## src/hw/tmw_consts.svh

```systemverilog
// Constants of the 16-bit timer mode-control block: register indices, field ranges, codes and fixed TOP values.
// Assumes a 32-bit classic Wishbone bus; each register index is a word, byte address is four times the index.
`ifndef TMW_CONSTS_SVH
`define TMW_CONSTS_SVH
// Register word indices; the byte address is the index shifted left by two.
`define TMW_IDX_CTRL_A 10'h080
`define TMW_IDX_CTRL_B 10'h081
`define TMW_IDX_CMP_A 10'h088
`define TMW_IDX_CMP_B 10'h089
`define TMW_IDX_CAPT 10'h08a
`define TMW_IDX_CNT 10'h08b
`define TMW_IDX_FLAGS 10'h08c
// Implemented bits of the two control registers and their reset value.
`define TMW_CTRL_A_MASK 8'hf3
`define TMW_CTRL_B_MASK 8'hdf
`define TMW_CTRL_RST 8'h00
// Field ranges inside the control registers.
`define TMW_A_COMA 7:6
`define TMW_A_COMB 5:4
`define TMW_A_RSVD 3:2
`define TMW_A_WGML 1:0
`define TMW_B_NC 7
`define TMW_B_ES 6
`define TMW_B_WGMH 4:3
`define TMW_B_CS 2:0
// Flag bit positions; software clears a flag by writing a one.
`define TMW_F_OVF 0
`define TMW_F_MA 1
`define TMW_F_MB 2
`define TMW_F_CAP 3
// Compare output mode codes.
`define TMW_COM_OFF 2'h0
`define TMW_COM_TGL 2'h1
`define TMW_COM_CLR 2'h2
`define TMW_COM_SET 2'h3
// Waveform generation mode codes.
`define TMW_WGM_NORMAL 4'h0
`define TMW_WGM_PC8 4'h1
`define TMW_WGM_PC9 4'h2
`define TMW_WGM_PC10 4'h3
`define TMW_WGM_CTC_OCR 4'h4
`define TMW_WGM_FAST8 4'h5
`define TMW_WGM_FAST9 4'h6
`define TMW_WGM_FAST10 4'h7
`define TMW_WGM_PFC_ICR 4'h8
`define TMW_WGM_PFC_OCR 4'h9
`define TMW_WGM_PC_ICR 4'ha
`define TMW_WGM_PC_OCR 4'hb
`define TMW_WGM_CTC_ICR 4'hc
`define TMW_WGM_RSVD 4'hd
`define TMW_WGM_FAST_ICR 4'he
`define TMW_WGM_FAST_OCR 4'hf
// Clock select codes and prescaler terminal masks.
`define TMW_CS_STOP 3'h0
`define TMW_CS_DIV1 3'h1
`define TMW_CS_DIV8 3'h2
`define TMW_CS_DIV64 3'h3
`define TMW_CS_DIV256 3'h4
`define TMW_CS_DIV1024 3'h5
`define TMW_CS_EXT_FALL 3'h6
`define TMW_CS_EXT_RISE 3'h7
`define TMW_PRE_8 10'h007
`define TMW_PRE_64 10'h03f
`define TMW_PRE_256 10'h0ff
`define TMW_PRE_1024 10'h3ff
// Counter extremes and fixed TOP values.
`define TMW_BOTTOM 16'h0000
`define TMW_TOP_MAX 16'hffff
`define TMW_TOP_8 16'h00ff
`define TMW_TOP_9 16'h01ff
`define TMW_TOP_10 16'h03ff
// Successive equal samples the capture noise filter needs.
`define TMW_NC_SAMPLES 4
`endif

```

## src/hw/tmw_pkg.sv

```systemverilog
// Types shared by the timer mode-control block.
// Assumes tmw_consts.svh supplies all numeric constants.
package tmw_pkg;
  // Waveform class decoded from the waveform generation mode.
  typedef enum logic [1:0] {TMW_NONPWM, TMW_FAST, TMW_DUAL} tmw_class_t;
endpackage : tmw_pkg

```

## src/hw/tmw_noise_filter.sv

```systemverilog
// Capture-input noise filter: output follows the input only after a run of equal samples.
// Assumes the input is already synchronised to clk_i.
`timescale 1ns/1ps
`include "tmw_consts.svh"
module tmw_noise_filter #(
  parameter int SAMPLES = `TMW_NC_SAMPLES
) (
  // Clock and reset.
  input wire logic clk_i,
  input wire logic rst_i,
  // Control and data.
  input wire logic en_i,
  input wire logic pin_i,
  output logic filt_o
);
  logic [SAMPLES-1:0] hist_reg; // Last samples, newest in bit zero.
  logic filt_reg; // Filtered level.
  logic filt_next;
  wire all_hi = &hist_reg;
  wire all_lo = ~|hist_reg;

  // Disabled, the filter is a single register stage; enabled, it waits for a full run.
  assign filt_next = !en_i ? pin_i : all_hi ? 1'b1 : all_lo ? 1'b0 : filt_reg;
  assign filt_o = filt_reg;

  // History and output registers.
  always_ff @(posedge clk_i) begin
    if (rst_i) begin
      hist_reg <= '0;
      filt_reg <= 1'b0;
    end else begin
      hist_reg <= {hist_reg[SAMPLES-2:0], pin_i};
      filt_reg <= filt_next;
    end
  end
endmodule : tmw_noise_filter

```

## src/hw/tmw_timer.sv

```systemverilog
// 16-bit timer with waveform mode decoding, two compare outputs and filtered input capture.
// Assumes a classic Wishbone master on clk_i and pins that are asynchronous to clk_i.
`timescale 1ns/1ps
`include "tmw_consts.svh"
// Functional notes
// Counter synchronous; tick acts as clock enable.
// Nonzero output mode takes pin when direction=output.
// Non-PWM: off, toggle, clear, set on match.
// Fast PWM toggle only channel A, modes 14/15.
// Fast PWM: clear/set on match, opposite at BOTTOM.
// Fast PWM compare equal TOP: only BOTTOM action.
// Dual-slope toggle only channel A, modes 9/11.
// Dual-slope: match action depends on count direction.
// Mode is four bits split over registers.
// Normal: TOP 0xFFFF, immediate update, overflow MAX.
// Phase correct: TOP fixed/capture/A, update TOP.
// Fast PWM: TOP fixed/capture/A, update BOTTOM.
// Clear-on-match: TOP A or capture, MAX flag.
// Phase-frequency correct: update and overflow at BOTTOM.
// Filter needs four equal samples before changing.
// Clock select: stop, prescaled, external edges.
// Capture on selected edge, copies counter, flags.
// Capture disabled when capture register is TOP.
// Software must not use reserved mode 13.
// Unused control bits read zero, ignore writes.
module tmw_timer (
  // Clock and reset.
  input wire logic clk_i,
  input wire logic rst_i,
  // Wishbone slave.
  input wire logic wb_cyc_i,
  input wire logic wb_stb_i,
  input wire logic wb_we_i,
  input wire logic [11:0] wb_adr_i,
  input wire logic [3:0] wb_sel_i,
  input wire logic [31:0] wb_dat_i,
  output logic [31:0] wb_dat_o,
  output logic wb_ack_o,
  // Pins and port direction bits.
  input wire logic ext_clk_pin_i,
  input wire logic capture_pin_i,
  input wire logic dir_a_i,
  input wire logic dir_b_i,
  output logic wave_out_a_o,
  output logic wave_out_a_oe_o,
  output logic wave_out_b_o,
  output logic wave_out_b_oe_o
);
  // Software-visible state.
  logic [7:0] ctrl_a_reg, ctrl_b_reg; // Control registers A and B.
  logic [15:0] cmp_a_buf_reg, cmp_b_buf_reg; // Compare buffers written by software.
  logic [15:0] cmp_a_reg, cmp_b_reg; // Compare values in use.
  logic [15:0] cap_reg; // Capture value.
  logic [15:0] cnt_reg, cnt_next; // Counter value.
  logic dir_reg, dir_next; // High while a dual-slope count runs down.
  logic [3:0] flags_reg; // Sticky event flags.
  // Clocking and pin state.
  logic [9:0] pre_reg; // Free-running prescaler.
  logic t1_s1_reg, t1_s2_reg, t1_s3_reg; // External clock synchroniser and edge stage.
  logic icp_s1_reg, icp_s2_reg; // Capture pin synchroniser.
  logic filt_d_reg; // Delayed filtered capture level for edge detection.
  logic wave_a_reg, wave_b_reg, oe_a_reg, oe_b_reg;
  logic ack_reg;
  logic [31:0] dat_reg;
  logic filt;
  logic tick;
  // Mode decoding.
  wire [3:0] wgm = {ctrl_b_reg[`TMW_B_WGMH], ctrl_a_reg[`TMW_A_WGML]};
  wire [2:0] cs = ctrl_b_reg[`TMW_B_CS];
  wire [1:0] com_a = ctrl_a_reg[`TMW_A_COMA];
  wire [1:0] com_b = ctrl_a_reg[`TMW_A_COMB];
  // Class of a waveform mode; the reserved code falls in with the plain counters.
  function automatic tmw_pkg::tmw_class_t class_of(input logic [3:0] w);
    case (w)
      `TMW_WGM_FAST8, `TMW_WGM_FAST9, `TMW_WGM_FAST10,
      `TMW_WGM_FAST_ICR, `TMW_WGM_FAST_OCR: class_of = tmw_pkg::TMW_FAST;
      `TMW_WGM_NORMAL, `TMW_WGM_CTC_OCR, `TMW_WGM_CTC_ICR, `TMW_WGM_RSVD: class_of = tmw_pkg::TMW_NONPWM;
      default: class_of = tmw_pkg::TMW_DUAL;
    endcase
  endfunction : class_of
  // High when the mode takes TOP from the capture register.
  function automatic logic cap_is_top(input logic [3:0] w);
    cap_is_top = (w == `TMW_WGM_PFC_ICR) || (w == `TMW_WGM_PC_ICR) ||
                 (w == `TMW_WGM_CTC_ICR) || (w == `TMW_WGM_FAST_ICR);
  endfunction : cap_is_top
  // TOP of each mode.
  function automatic logic [15:0] top_of(input logic [3:0] w, input logic [15:0] ocr, input logic [15:0] icr);
    case (w)
      `TMW_WGM_PC8, `TMW_WGM_FAST8: top_of = `TMW_TOP_8;
      `TMW_WGM_PC9, `TMW_WGM_FAST9: top_of = `TMW_TOP_9;
      `TMW_WGM_PC10, `TMW_WGM_FAST10: top_of = `TMW_TOP_10;
      `TMW_WGM_CTC_OCR, `TMW_WGM_PFC_OCR, `TMW_WGM_PC_OCR, `TMW_WGM_FAST_OCR: top_of = ocr;
      `TMW_WGM_PFC_ICR, `TMW_WGM_PC_ICR, `TMW_WGM_CTC_ICR, `TMW_WGM_FAST_ICR: top_of = icr;
      default: top_of = `TMW_TOP_MAX;
    endcase
  endfunction : top_of
  // Byte-lane merge of a 16-bit register write.
  function automatic logic [15:0] merge16(input logic [15:0] old, input logic [31:0] d, input logic [3:0] s);
    merge16 = {s[1] ? d[15:8] : old[15:8], s[0] ? d[7:0] : old[7:0]};
  endfunction : merge16
  // One channel's output: returns {connected, next level}. Hit already carries the tick.
  function automatic logic [1:0] chan_f(input tmw_pkg::tmw_class_t c, input logic [3:0] w, input logic [1:0] com,
                                        input logic is_a, input logic cur, input logic hit, input logic wrap,
                                        input logic down, input logic hit_top);
    logic conn;
    logic nxt;
    conn = (com != `TMW_COM_OFF);
    nxt = cur;
    case (c)
      tmw_pkg::TMW_FAST: begin
        if (com == `TMW_COM_TGL) begin
          conn = is_a && (w == `TMW_WGM_FAST_ICR || w == `TMW_WGM_FAST_OCR);
          if (conn && hit) nxt = ~cur;
        end else if (com != `TMW_COM_OFF) begin
          // The wrap to BOTTOM outranks a match, so a compare at TOP only gives the BOTTOM action.
          if (wrap) nxt = (com == `TMW_COM_CLR);
          else if (hit && !hit_top) nxt = (com == `TMW_COM_SET);
        end
      end
      tmw_pkg::TMW_DUAL: begin
        if (com == `TMW_COM_TGL) begin
          conn = is_a && (w == `TMW_WGM_PFC_OCR || w == `TMW_WGM_PC_OCR);
          if (conn && hit) nxt = ~cur;
        end else if (com != `TMW_COM_OFF && hit) begin
          nxt = (com == `TMW_COM_CLR) ? down : ~down;
        end
      end
      default: begin
        if (hit) begin
          case (com)
            `TMW_COM_TGL: nxt = ~cur;
            `TMW_COM_CLR: nxt = 1'b0;
            `TMW_COM_SET: nxt = 1'b1;
            default: nxt = cur;
          endcase
        end
      end
    endcase
    chan_f = {conn, nxt};
  endfunction : chan_f
  // Counter status.
  wire tmw_pkg::tmw_class_t cls = class_of(wgm);
  wire [15:0] top = top_of(wgm, cmp_a_reg, cap_reg);
  wire at_top = (cnt_reg == top);
  wire at_bottom = (cnt_reg == `TMW_BOTTOM);
  wire cap_top = cap_is_top(wgm);
  wire pfc = (wgm == `TMW_WGM_PFC_ICR) || (wgm == `TMW_WGM_PFC_OCR);
  wire hit_a = tick && (cnt_reg == cmp_a_reg);
  wire hit_b = tick && (cnt_reg == cmp_b_reg);
  wire wrap = tick && at_top && (cls == tmw_pkg::TMW_FAST);
  // Bus decode; a write lands on the edge at which the master sees ack.
  wire bus_req = wb_cyc_i && wb_stb_i;
  wire wr_go = bus_req && wb_we_i && ack_reg;
  wire [9:0] idx = wb_adr_i[11:2];
  wire hit_ca = (idx == `TMW_IDX_CTRL_A);
  wire hit_cb = (idx == `TMW_IDX_CTRL_B);
  wire wr_cnt = wr_go && (idx == `TMW_IDX_CNT);
  wire wr_cap = wr_go && (idx == `TMW_IDX_CAPT);
  wire [3:0] flag_clr = (wr_go && idx == `TMW_IDX_FLAGS && wb_sel_i[0]) ? wb_dat_i[3:0] : 4'h0;
  wire [31:0] rd_data = hit_ca ? {24'h000000, ctrl_a_reg} : hit_cb ? {24'h000000, ctrl_b_reg} :
                        (idx == `TMW_IDX_CMP_A) ? {16'h0000, cmp_a_buf_reg} :
                        (idx == `TMW_IDX_CMP_B) ? {16'h0000, cmp_b_buf_reg} :
                        (idx == `TMW_IDX_CAPT) ? {16'h0000, cap_reg} :
                        (idx == `TMW_IDX_CNT) ? {16'h0000, cnt_reg} :
                        (idx == `TMW_IDX_FLAGS) ? {28'h0000000, flags_reg} : 32'h00000000;
  // Timer tick: a one-cycle enable, never a clock of its own.
  always_comb begin
    case (cs)
      `TMW_CS_DIV1: tick = 1'b1;
      `TMW_CS_DIV8: tick = ((pre_reg & `TMW_PRE_8) == `TMW_PRE_8);
      `TMW_CS_DIV64: tick = ((pre_reg & `TMW_PRE_64) == `TMW_PRE_64);
      `TMW_CS_DIV256: tick = ((pre_reg & `TMW_PRE_256) == `TMW_PRE_256);
      `TMW_CS_DIV1024: tick = (pre_reg == `TMW_PRE_1024);
      `TMW_CS_EXT_FALL: tick = t1_s3_reg && !t1_s2_reg;
      `TMW_CS_EXT_RISE: tick = !t1_s3_reg && t1_s2_reg;
      default: tick = 1'b0;
    endcase
  end
  // Counting sequence; a software write to the counter wins over a tick.
  always_comb begin
    cnt_next = cnt_reg;
    dir_next = 1'b0;
    if (cls == tmw_pkg::TMW_DUAL) begin
      dir_next = dir_reg;
      if (tick && at_top) dir_next = 1'b1;
      else if (tick && at_bottom) dir_next = 1'b0;
      if (tick) cnt_next = dir_next ? cnt_reg - 16'h0001 : cnt_reg + 16'h0001;
    end else if (tick) begin
      cnt_next = at_top ? `TMW_BOTTOM : cnt_reg + 16'h0001;
    end
    if (wr_cnt) cnt_next = merge16(cnt_reg, wb_dat_i, wb_sel_i);
  end
  // Compare load: immediate for plain counters, at TOP for phase correct, at BOTTOM otherwise.
  wire upd_cmp = (cls == tmw_pkg::TMW_NONPWM) ||
                 (tick && ((cls == tmw_pkg::TMW_DUAL && !pfc) ? at_top : at_bottom));
  // Overflow moment per class.
  wire ovf_ev = tick && ((cls == tmw_pkg::TMW_NONPWM) ? (cnt_reg == `TMW_TOP_MAX) :
                         (cls == tmw_pkg::TMW_FAST) ? at_top : at_bottom);
  // Capture edge from the filtered pin, disabled while the capture register is TOP.
  wire cap_edge = ctrl_b_reg[`TMW_B_ES] ? (filt && !filt_d_reg) : (!filt && filt_d_reg);
  wire capt_ev = cap_edge && !cap_top;
  wire [3:0] flag_set = {capt_ev || (tick && at_top && cap_top), hit_b, hit_a, ovf_ev};
  wire [1:0] ch_a = chan_f(cls, wgm, com_a, 1'b1, wave_a_reg, hit_a, wrap, dir_reg, cmp_a_reg == top);
  wire [1:0] ch_b = chan_f(cls, wgm, com_b, 1'b0, wave_b_reg, hit_b, wrap, dir_reg, cmp_b_reg == top);
  // Capture filter; it sees only the second synchroniser stage.
  tmw_noise_filter #(.SAMPLES(`TMW_NC_SAMPLES)) u_filter (
    .clk_i(clk_i),
    .rst_i(rst_i),
    .en_i(ctrl_b_reg[`TMW_B_NC]),
    .pin_i(icp_s2_reg),
    .filt_o(filt)
  );
  // Pin synchronisers and prescaler.
  always_ff @(posedge clk_i) begin
    if (rst_i) begin
      {t1_s1_reg, t1_s2_reg, t1_s3_reg, icp_s1_reg, icp_s2_reg, filt_d_reg} <= 6'h00;
      pre_reg <= 10'h000;
    end else begin
      {t1_s1_reg, t1_s2_reg, t1_s3_reg} <= {ext_clk_pin_i, t1_s1_reg, t1_s2_reg};
      {icp_s1_reg, icp_s2_reg} <= {capture_pin_i, icp_s1_reg};
      filt_d_reg <= filt;
      pre_reg <= pre_reg + 10'h001;
    end
  end
  // Control registers; unimplemented bits never store a one.
  always_ff @(posedge clk_i) begin
    if (rst_i) begin
      ctrl_a_reg <= `TMW_CTRL_RST;
      ctrl_b_reg <= `TMW_CTRL_RST;
    end else begin
      if (wr_go && hit_ca && wb_sel_i[0]) ctrl_a_reg <= wb_dat_i[7:0] & `TMW_CTRL_A_MASK;
      if (wr_go && hit_cb && wb_sel_i[0]) ctrl_b_reg <= wb_dat_i[7:0] & `TMW_CTRL_B_MASK;
    end
  end
  // Compare buffers and their double-buffered copies.
  always_ff @(posedge clk_i) begin
    if (rst_i) begin
      {cmp_a_buf_reg, cmp_b_buf_reg, cmp_a_reg, cmp_b_reg} <= 64'h0000000000000000;
    end else begin
      if (wr_go && idx == `TMW_IDX_CMP_A) cmp_a_buf_reg <= merge16(cmp_a_buf_reg, wb_dat_i, wb_sel_i);
      if (wr_go && idx == `TMW_IDX_CMP_B) cmp_b_buf_reg <= merge16(cmp_b_buf_reg, wb_dat_i, wb_sel_i);
      if (upd_cmp) begin
        cmp_a_reg <= cmp_a_buf_reg;
        cmp_b_reg <= cmp_b_buf_reg;
      end
    end
  end
  // Counter, direction, capture and flags; a flag set beats a clear in the same cycle.
  always_ff @(posedge clk_i) begin
    if (rst_i) begin
      cnt_reg <= `TMW_BOTTOM;
      dir_reg <= 1'b0;
      cap_reg <= 16'h0000;
      flags_reg <= 4'h0;
    end else begin
      cnt_reg <= cnt_next;
      dir_reg <= dir_next;
      if (wr_cap) cap_reg <= merge16(cap_reg, wb_dat_i, wb_sel_i);
      else if (capt_ev) cap_reg <= cnt_reg;
      flags_reg <= (flags_reg & ~flag_clr) | flag_set;
    end
  end
  // Waveform outputs; the driver is enabled only for a connected channel whose port is an output.
  always_ff @(posedge clk_i) begin
    if (rst_i) begin
      {wave_a_reg, wave_b_reg, oe_a_reg, oe_b_reg} <= 4'h0;
    end else begin
      wave_a_reg <= ch_a[0];
      wave_b_reg <= ch_b[0];
      oe_a_reg <= ch_a[1] && dir_a_i;
      oe_b_reg <= ch_b[1] && dir_b_i;
    end
  end
  // Bus answer one cycle after the request; unmapped words read zero.
  always_ff @(posedge clk_i) begin
    if (rst_i) begin
      ack_reg <= 1'b0;
      dat_reg <= 32'h00000000;
    end else begin
      ack_reg <= bus_req && !ack_reg;
      if (bus_req && !ack_reg) dat_reg <= rd_data;
    end
  end
  // Every output comes straight from a register.
  assign wb_ack_o = ack_reg;
  assign wb_dat_o = dat_reg;
  assign wave_out_a_o = wave_a_reg;
  assign wave_out_b_o = wave_b_reg;
  assign wave_out_a_oe_o = oe_a_reg;
  assign wave_out_b_oe_o = oe_b_reg;
endmodule : tmw_timer

```

## config.mk

```make
export PLATFORM = sky130hd
export DESIGN_NAME = tmw_timer
export DESIGN_NICKNAME = d
export VERILOG_FILES = /design/src/hw/tmw_pkg.sv /design/src/hw/tmw_noise_filter.sv /design/src/hw/tmw_timer.sv
export VERILOG_INCLUDE_DIRS = /design/src /design/src/hw
export SDC_FILE = /design/constraint.sdc
export NUM_CORES = 1
export LEC_CHECK = 0
export BUFFER_PORTS_ARGS = -buffer_cell sky130_fd_sc_hd__buf_2
export CAP_MARGIN = 20
export CORE_MARGIN = 5
export CORE_UTILIZATION = 55
export CTS_CLUSTER_DIAMETER = 80
export DETAILED_ROUTE_END_ITERATION = 16
export HOLD_SLACK_MARGIN = 0.12
export PLACE_DENSITY = 0.87
export REMOVE_ABC_BUFFERS = 1
export SYNTH_ARGS = -nofsm -noshare
export SYNTH_HDL_FRONTEND = slang
export SYNTH_SLANG_ARGS = --single-unit
```

## constraint.sdc

```tcl
create_clock -name clk_i -period 3.5 [get_ports clk_i]
set_input_delay 0 -clock clk_i [delete_from_list [all_inputs] [get_ports clk_i]]
set_output_delay 0 -clock clk_i [all_outputs]
set_load 0.02 [all_outputs]
```

==> results of run 1 <==
-- kinds of logic after synthesis --
logic type	Yosys count	synth area share
AO/OA/AOI/OAI	248	0.183
XOR/XNOR	80	0.0719
adder cells (fa/ha/maj)	15	0.0193
buffers and inverters	135	0.0651
flip-flops	156	0.321
multiplexers	111	0.115
other	1	0.000385
AND/OR/NAND/NOR	429	0.225
-- metal layers --
layer / vias to the layer above / GRT usage / part of all wire
met4: 0 / 0.152 / 0.049
met1: 4569 / 0.399 / 0.38
met5: - / 0 / 0
li1: 4327 / - / -
met2: 590 / 0.506 / 0.46
met3: 140 / 0.0891 / 0.11
-- path summary, 6_finish.rpt --
check / slack [ns] / from / end
worst max-delay path: 0.19 / ctrl_a_reg[1] / cmp_b_reg[0]
worst min-delay path: 0.20 / wb_adr_i[5] / ctrl_b_reg[7]
worst max register to register: 0.19 / ctrl_a_reg[1] / cmp_b_reg[0]
worst min register to register: 0.44 / icp_s1_reg / icp_s2_reg
-- critical path: stages (launching register included) --
cell      delay [ns]
dfxtp_1         0.46
buf_4           0.27
nor4b_2         0.34
o21ai_1         0.11
o21ai_1         0.17
o221ai_1        0.20
or4_4           0.61
o41ai_2         0.43
a21oi_4         0.14
buf_12          0.19
mux2i_1         0.17
nor2_1          0.07
-- per-stage QoR --
stage | TNS (ns) | hold WS, ns | utilization | power, mW | cell area (um^2)
2_1_floorplan | -15.72 | 0.0662 | - | 1.90 | 9300
5_1_grt | 0 | 0.252 | 0.645 | 3.98 | 11200
4_1_cts | 0 | 0.188 | 0.645 | 3.89 | 11200
6_report | 0 | 0.203 | 0.645 | 3.89 | 11200
3_3_place_gp | 0 | 0.211 | 0.596 | 2.00 | 10300
3_5_place_dp | 0 | 0.216 | 0.596 | 2.01 | 10300
-- layout make-up --
cell class                      instances  area [um^2]  area share
Timing Repair Buffer                  134          986      0.0880
Tap cell                              225          282      0.0251
Sequential cell                       156         3120       0.279
Multi-Input combinational cell        899         6050       0.541
Inverter                               36          135      0.0121
Clock buffer                           17          425      0.0380
Clock inverter                         15          194      0.0173
-- where the power goes --
group	internal, mW	switching [mW]	leakage [nW]	total (mW)
logic	0.0609	0.126	2.79	0.186
registers	1.79	0.0134	1.26	1.80
clock network	0.973	0.924	0.299	1.90
-- synthesized netlist by cell type (10+ instances only) --
| master | count |
|---|---|
| o21ai_0 | 35 |
| buf_4 | 19 |
| a221oi_1 | 10 |
| mux2_2 | 11 |
| xnor2_1 | 38 |
| buf_2 | 15 |
| nor2_1 | 177 |
| or3_1 | 14 |
| inv_1 | 36 |
| dfxtp_1 | 156 |
| mux2i_1 | 100 |
| a222oi_1 | 10 |
| nand2_1 | 73 |
| a31oi_1 | 11 |
| xor2_1 | 42 |
| nor3_1 | 14 |
| ha_1 | 15 |
| a311oi_1 | 12 |
| o31ai_1 | 15 |
| nand4_1 | 13 |
| nand3_1 | 21 |
| clkbuf_1 | 52 |
| a21oi_1 | 42 |
| a22oi_1 | 13 |
| and3_1 | 19 |
| nor4_1 | 12 |
| a211oi_1 | 26 |
| nor2b_1 | 26 |
-- timing repair --
item	in CTS	in global routing
buffers inserted	0	0
hold endpoints to repair	98	0
resized for setup	0	1
setup endpoints to repair	0	2
hold buffers	23	0
==> run metrics, run 1 <==
via count 9626; Worst Tran Pin Value 0.916 ns; placed cell count 1427; drt drc 0; Max Root-Sink Buffers 2; full die area 20500 um^2; Die Y 143 um; Die Wd 143 um; post-synth top area cell dfxtp_1; fin crit share 0.944; Max VDD drop 0.000301 V; crit path max fanout 16; most frequent cells in the layout 177 x nor2_1, 156 x dfxtp_1, 100 x mux2i_1; Setup crit start kind register; Fmax achieved 0.303 GHz; Root Driver clkbuf_16; Post-Syn Area per Cell 8.29 um^2; sequential-to-total area share from yosys stat 0.321; RSZ-0062 raised after global routing false; gr ovfl total 0; H-tree Lvls 4; First-pass DRT Iterations 7; post-DP HPWL 23400 um; I/O pin count 94; worst skew pair latency 0.44 ns; crit path DAT 3.61 ns; Tightest Hold Check Type in2reg; CTS tree done; Vias/cell 6.50; core area 17400 um^2; prevailing post-synth register cell dfxtp_1; outcome finished, final reports clean; Cell variety after synth 81; Non-Filler Instances 1482; first-pass GRT wire length 51100 um; gp weighted congestion 1.03; final hold vios 0; routed len/inst 22.0 um; dpl ws 0.284 ns; number of synthesized flops with an enable pin 0; most common cell after layout, fill and taps aside nor2_1; CTS buffer count 17; ANT cells 0; Slew HR 0.387; synthesized area 9740 um^2; final net count 1316; num rows 48; initial antenna violation count 1; PwrDens 347 nW/um^2; largest net degree at the start of global routing 114; Total GRT Usage 0.318; CP endpoint kind register; final setup margin 0.195 ns; hold depth 6; Post-synth ARST share 0; vias in the first global route 9376; post-layout min period 3.31 ns; Area contributors post-synth dfxtp_1 32%, mux2i_1 10%, nor2_1 6.8%; Syn Inst Count 1175; crit path kind reg2reg; flop and latch count out of synthesis 156; Port Buffer Count 57; antenna viol nets, final 0; final setup fails 0; Worst Clk Skew 0.0163 ns; Detailed Route Iter0 Violations 1261; share of cells above drive strength 1 0.146; Yosys top cell area share 0.321; Max Cap Violations 0; synth warn 0; number of cells on the worst reg-to-reg path 11; leak pwr 4.35 nW; CTS Sinks 156; filler instances 1471; Routed WL 32600 um; Initial Util 0.561; Layout area overhead 15.0%; Crit path required time 3.80 ns; pins over their slew limit 0; clock slew at reported path FFs 0.08 ns
(Power assumes the default switching activity.)
==> run 2, diff against run 1 <==
--- a/config.mk
+++ b/config.mk
@@ -9,11 +9,12 @@
 export BUFFER_PORTS_ARGS = -buffer_cell sky130_fd_sc_hd__buf_2
 export CAP_MARGIN = 20
 export CORE_MARGIN = 5
-export CORE_UTILIZATION = 55
+export CORE_UTILIZATION = 62
+export CTS_BUF_LIST = sky130_fd_sc_hd__clkbuf_2 sky130_fd_sc_hd__clkbuf_4 sky130_fd_sc_hd__clkbuf_8
 export CTS_CLUSTER_DIAMETER = 80
 export DETAILED_ROUTE_END_ITERATION = 16
 export HOLD_SLACK_MARGIN = 0.12
-export PLACE_DENSITY = 0.87
+export PLACE_DENSITY = 0.95
 export REMOVE_ABC_BUFFERS = 1
 export SYNTH_ARGS = -nofsm -noshare
 export SYNTH_HDL_FRONTEND = slang
==> run 2 against run 1 <==
Against the previous run: via count is 1.8% higher; global-route usage up 2.4 points; flip-flop and latch count stayed put; utilization grew 7.4 points; non-clock buffer count is 6 higher.
==> run metrics, run 2 (same netlist as run 1, synthesis figures left out) <==
Max Root-Sink Buffers 2; multi-input logic area 6060 um^2; final setup fails 0; full die area 18300 um^2; register area 3120 um^2; final hold vios 0; core area 15300 um^2; r2r endpoint cnt_reg[11]; Tightest Hold Check Type in2reg; gr ovfl total 0; routed len/inst 21.6 um; Final Instance Area 11000 um^2; fin crit share 0.963; Non-Filler Instances 1474; Die Y 135 um; Worst Tran Pin Value 0.933 ns; Crit path required time 3.82 ns; I/O pin count 94; Layout area overhead 13.0%; met1 Track Usage GR 0.431; Seq pwr share 0.527; crit path max fanout 10; outcome finished, final reports clean; post-layout min period 3.37 ns; CTS Sinks 156; hold depth 5; GR peak layer met2; Reg2Reg Setup Slack 0.13 ns; drt drc 0; via count 9804; internal power 2.47 mW; PwrDens 311 nW/um^2; most common cell after layout, fill and taps aside nor2_1; Initial Util 0.636; initial antenna violation count 0; Root Driver clkbuf_8; filler instances 1140; power share of the combinational group 0.054; clock slew at reported path FFs 0.10 ns; Vias/cell 6.65; met2 usage 0.538; Slew HR 0.376; antenna viol nets, final 0; Worst Clk Skew 0.0174 ns; clock share of power 0.419; H-tree Lvls 4; largest net degree at the start of global routing 113; CTS buffer count 17; Total GRT Usage 0.342; gp weighted congestion 1.07; NetSw 0.958 mW; Tot Pwr 3.42 mW; Worst Hold End wb_dat_o[7]; worst skew pair latency 0.48 ns; post-DP HPWL 22500 um; leak pwr 4.29 nW; share of cells above drive strength 1 0.150; pins over their slew limit 0; crit path kind reg2reg; number of cells on the worst reg-to-reg path 11; beginning of the worst register-to-register path ctrl_a_reg[1]; Routed WL 31800 um; num rows 45; ANT cells 0; vias in the first global route 9177; CTS tree done; utilization after layout 0.719; crit path DAT 3.69 ns; placed cell count 1414; final setup margin 0.130 ns; Max VDD drop 0.000257 V; DP Area 10300 um^2; most frequent cells in the layout 177 x nor2_1, 155 x dfxtp_1, 100 x mux2i_1; final hold slack 0.207 ns; CP endpoint kind register; setup tns final 0 ns; Max Cap Violations 0; Sw Share 0.280; Detailed Route Iter0 Violations 1568; Fmax achieved 0.297 GHz; met3 usage 0.0884; Die Wd 135 um; Port Buffer Count 57; Setup crit start kind register; min-delay src wb_cyc_i; final net count 1322; dpl ws 0.149 ns; first-pass GRT wire length 49400 um; First-pass DRT Iterations 6
run 2: cell types whose count changed in the layout (fill, tap and decap cells not counted), moves of 3 or more:
cell,before,now
dlygate4sd3_1,23,26
buf_4,50,56
clkbuf_16,17,0
buf_12,5,2
clkinv_8,7,4
clkbuf_8,0,17
run 2: how the worst max path moves through the flow:
stage,slack (ns),end,depth (start not counted),from
2_1_floorplan,-0.49,cmp_a_reg[0],9,ctrl_b_reg[4]
3_5_place_dp,0.15,cnt_reg[11],10,ctrl_b_reg[4]
5_1_grt,-0.02,cnt_reg[11],11,ctrl_a_reg[1]
4_1_cts,0.11,cnt_reg[11],10,ctrl_b_reg[4]
3_3_place_gp,0.21,cnt_reg[11],10,ctrl_b_reg[4]
6_report,0.13,cnt_reg[11],11,ctrl_a_reg[1]
run 2: repair_timing:
action                                 in CTS  in global routing
endpoints found under the hold margin      99                  0
gates resized for setup                     0                  5
hold buffers                               26                  0
setup endpoints to repair                   0                 19
setup buffers                               0                  2
run 2: per-layer routing:
layer | vias up | part of all wire
met3 | 177 | 0.12
met5 | - | 0
met2 | 741 | 0.45
met4 | 0 | 0.059
li1 | 4341 | -
met1 | 4545 | 0.37
run 2: worst max-delay path: stages (launching register included):
cell and delay [ns]:
dfxtp_1 0.44, buf_4 0.26, nor4b_2 0.37, o21ai_1 0.12, o21ai_1 0.13, o221ai_1 0.19, or4_4 0.60, nor3_4 0.38
buf_4 0.18, a211oi_1 0.06, o31ai_1 0.36, a31oi_1 0.13
run 2: cell type report:
class / count / share of cell area
Tap cell: 211 / 0.0240
Clock inverter: 15 / 0.0174
Sequential cell: 156 / 0.284
Multi-Input combinational cell: 899 / 0.550
Timing Repair Buffer: 140 / 0.0909
Clock buffer: 17 / 0.0213
Inverter: 36 / 0.0123
run 2: power groups by stage:
| stage | Combinational, mW | Clock (mW) | Sequential (mW) |
|---|---|---|---|
| global route | 0.198 | 1.52 | 1.81 |
| finish | 0.186 | 1.43 | 1.80 |
| CTS | 0.178 | 1.44 | 1.80 |
| detailed placement | 0.158 | 0 | 1.84 |
| floorplan | 0.0558 | 0 | 1.85 |
| global placement | 0.154 | 0 | 1.84 |
==> run 3, diff against run 2 <==
--- a/config.mk
+++ b/config.mk
@@ -6,6 +6,7 @@
 export SDC_FILE = /design/constraint.sdc
 export NUM_CORES = 1
 export LEC_CHECK = 0
+export ABC_AREA = 1
 export BUFFER_PORTS_ARGS = -buffer_cell sky130_fd_sc_hd__buf_2
 export CAP_MARGIN = 20
 export CORE_MARGIN = 5
==> run 3 against run 2 <==
Against the previous run: sequential power hardly changed; largest cell class unchanged; final area fell by 5.8%; global-route usage up 0.78 points; largest power group unchanged; setup slack better by 0.15 ns; combinational power up 7%; utilization decreased by 2.9 points; clock power fell by 10%; register-to-register slack better by 0.15 ns; clock skew decreased by 0.0048 ns; critical path depth increased by 9.
==> run metrics, run 3 <==
share of cells above drive strength 1 0.107; power share of the combinational group 0.061; gp weighted congestion 1.02; Seq pwr share 0.550; Crit path required time 3.85 ns; Die Wd 133 um; hold depth 6; number of cells on the worst reg-to-reg path 20; post-layout min period 3.22 ns; crit-path cells nand2_1, inv_1, nand2_2, nand3_2, nand2_1, nand3_2, nand2_1, nand2_1, nand2_1, nor2_1, nand2_1, nor2_4, buf_4, nand2_4, nand2_4, nand2_4, nand3_1, nand3_1, nand2_1, a21oi_1; Max Cap Violations 0; synth warn 0; Worst Tran Pin Value 1.12 ns; Tot Pwr 3.28 mW; First-pass DRT Iterations 6; Vias/cell 6.18; gr ovfl total 0; r2r endpoint cnt_reg[5]; Layout area overhead 10.3%; crit path DAT 3.57 ns; Slew HR 0.246; post-synth top area cell dfxtp_1; Die Y 133 um; cts repair resizes 0; Worst Clk Skew 0.0126 ns; core area 15000 um^2; fin crit share 0.919; Reg2Reg Setup Slack 0.28 ns; crit path max fanout 18; sequential-to-total area share from yosys stat 0.332; beginning of the worst register-to-register path ctrl_b_reg[4]; pins over their slew limit 0; most common cell in the netlist nand2_1; RSZ-0062 raised after global routing false; via count 10297; drt drc 0; num rows 45; I/O pin count 94; leak pwr 4.17 nW; post-DP HPWL 22300 um; Fmax achieved 0.311 GHz; synthesized area 9400 um^2; Cell variety after synth 46; DP Area 9730 um^2; min-delay src wb_sel_i[1]; final hold vios 0; number of synthesized flops with an enable pin 0; antenna viol nets, final 0; final hold slack 0.184 ns; initial antenna violation count 1; utilization after layout 0.690; Yosys top cell area share 0.332; Syn Inst Count 1405; CTS Sinks 156; multi-input logic area 5290 um^2; Sw Share 0.279; vias in the first global route 9498; final net count 1538; placed cell count 1606; CP endpoint kind register; NetSw 0.916 mW; Max VDD drop 0.000331 V; Tightest Hold Check Type in2reg; ANT cells 0; Max Root-Sink Buffers 2; CTS buffer count 17; Post-Syn Area per Cell 6.69 um^2; CTS tree done; Final Instance Area 10400 um^2; most frequent cells in the layout 259 x nand2_1, 156 x dfxtp_1, 149 x inv_1, 149 x o21ai_0, 142 x nor2_1; worst skew pair latency 0.48 ns; Worst Hold End cnt_reg[8]; dpl ws 0.418 ns; outcome finished, final reports clean; final setup margin 0.284 ns; filler instances 1187; prevailing post-synth register cell dfxtp_1; crit path kind reg2reg; Critical Path Slowest Stage Cell dfxtp_1; final setup fails 0; setup tns final 0 ns; full die area 17700 um^2; Root Driver clkbuf_8; Post-synth ARST share 0; register area 3120 um^2; first-pass GRT wire length 49800 um; Max stage delay on crit path 0.58 ns; Non-Filler Instances 1665; Routed WL 31400 um; Setup crit start kind register; Initial Util 0.626; routed len/inst 18.9 um; flop and latch count out of synthesis 156; internal power 2.37 mW; PwrDens 317 nW/um^2; largest net degree at the start of global routing 44; Port Buffer Count 57; clock slew at reported path FFs 0.09 ns; H-tree Lvls 4; Area contributors post-synth dfxtp_1 33%, nand2_1 10%, o21ai_0 7.9%; clock share of power 0.390; most used cell, CP nand2_1; Total GRT Usage 0.350; Post-synth top cells 259 x nand2_1, 156 x dfxtp_1, 150 x inv_1, 149 x o21ai_0, 142 x nor2_1; most common cell after layout, fill and taps aside nand2_1; Detailed Route Iter0 Violations 1605
==> run 3: changes by cell type after synthesis, moves of 16 or more <==
cell      change
nand2_1     +186
nor2_1       -35
mux2i_1     -100
nand3_1      +55
nor2b_1      -26
a211oi_1     -22
nand4_1      +16
o21ai_0     +114
a21oi_1      +92
xnor2_1      -20
and3_1       -19
inv_1       +114
==> run 3: cell families after synthesis <==
family                     share of synthesized area
xor gates and xnor gates                      0.0643
adders and majority gates                     0.0200
buffers and inverters                          0.112
AOI/OAI and AO/OA                              0.205
and+or+nand+nor                                0.267
DFF                                            0.332
other                                       0.000399
==> run 3: area by class of cell <==
cell class / count / share of cell area
multi-input combinational: 1017 / 0.510
sequential: 156 / 0.301
timing repair buffer: 108 / 0.0726
inverter: 166 / 0.0601
clock buffer: 18 / 0.0233
tap: 188 / 0.0227
clock inverter: 12 / 0.0104
==> run 3: repair_timing <==
item                                    4_1_cts  5_1_grt
setup buffers                                 0        0
hold buffers                                 29        0
endpoints found under the setup margin        0        0
endpoints found under the hold margin       108        0
==> run 3: power by group through the flow <==
stage                     sequential, mW  combinational [mW]  clock, mW
after floorplan                     1.85              0.0802          0
after global placement              1.84               0.156          0
after detailed placement            1.85               0.160          0
after CTS                           1.80               0.186       1.26
after global routing                1.81               0.211       1.34
final                               1.80               0.199       1.28
==> run 3: worst max-delay path by stage <==
stage                  start             to
5_1_grt           cnt_reg[0]  cmp_a_reg[12]
6_report       ctrl_b_reg[4]     cnt_reg[5]
4_1_cts        ctrl_b_reg[4]     cnt_reg[5]
2_1_floorplan  ctrl_a_reg[0]   cmp_a_reg[0]
3_3_place_gp   ctrl_b_reg[4]    cnt_reg[12]
3_5_place_dp   ctrl_b_reg[4]     cnt_reg[1]
==> run 3: layer usage <==
metal | vias up | share of wire | GRT usage
li1 | 4737 | - | -
met1 | 4646 | 0.36 | 0.457
met2 | 755 | 0.44 | 0.536
met3 | 157 | 0.14 | 0.100
met4 | 2 | 0.056 | 0.166
met5 | - | 0.00041 | 0
==> run 3: worst max-delay path: cells and delay by family, from the launching register on <==
kind | cells | cell delay, ns
AND/OR/NAND/NOR | 17 | 2.19
flip-flops | 1 | 0.58
buffers and inverters | 2 | 0.26
AO/OA/AOI/OAI | 1 | 0.06
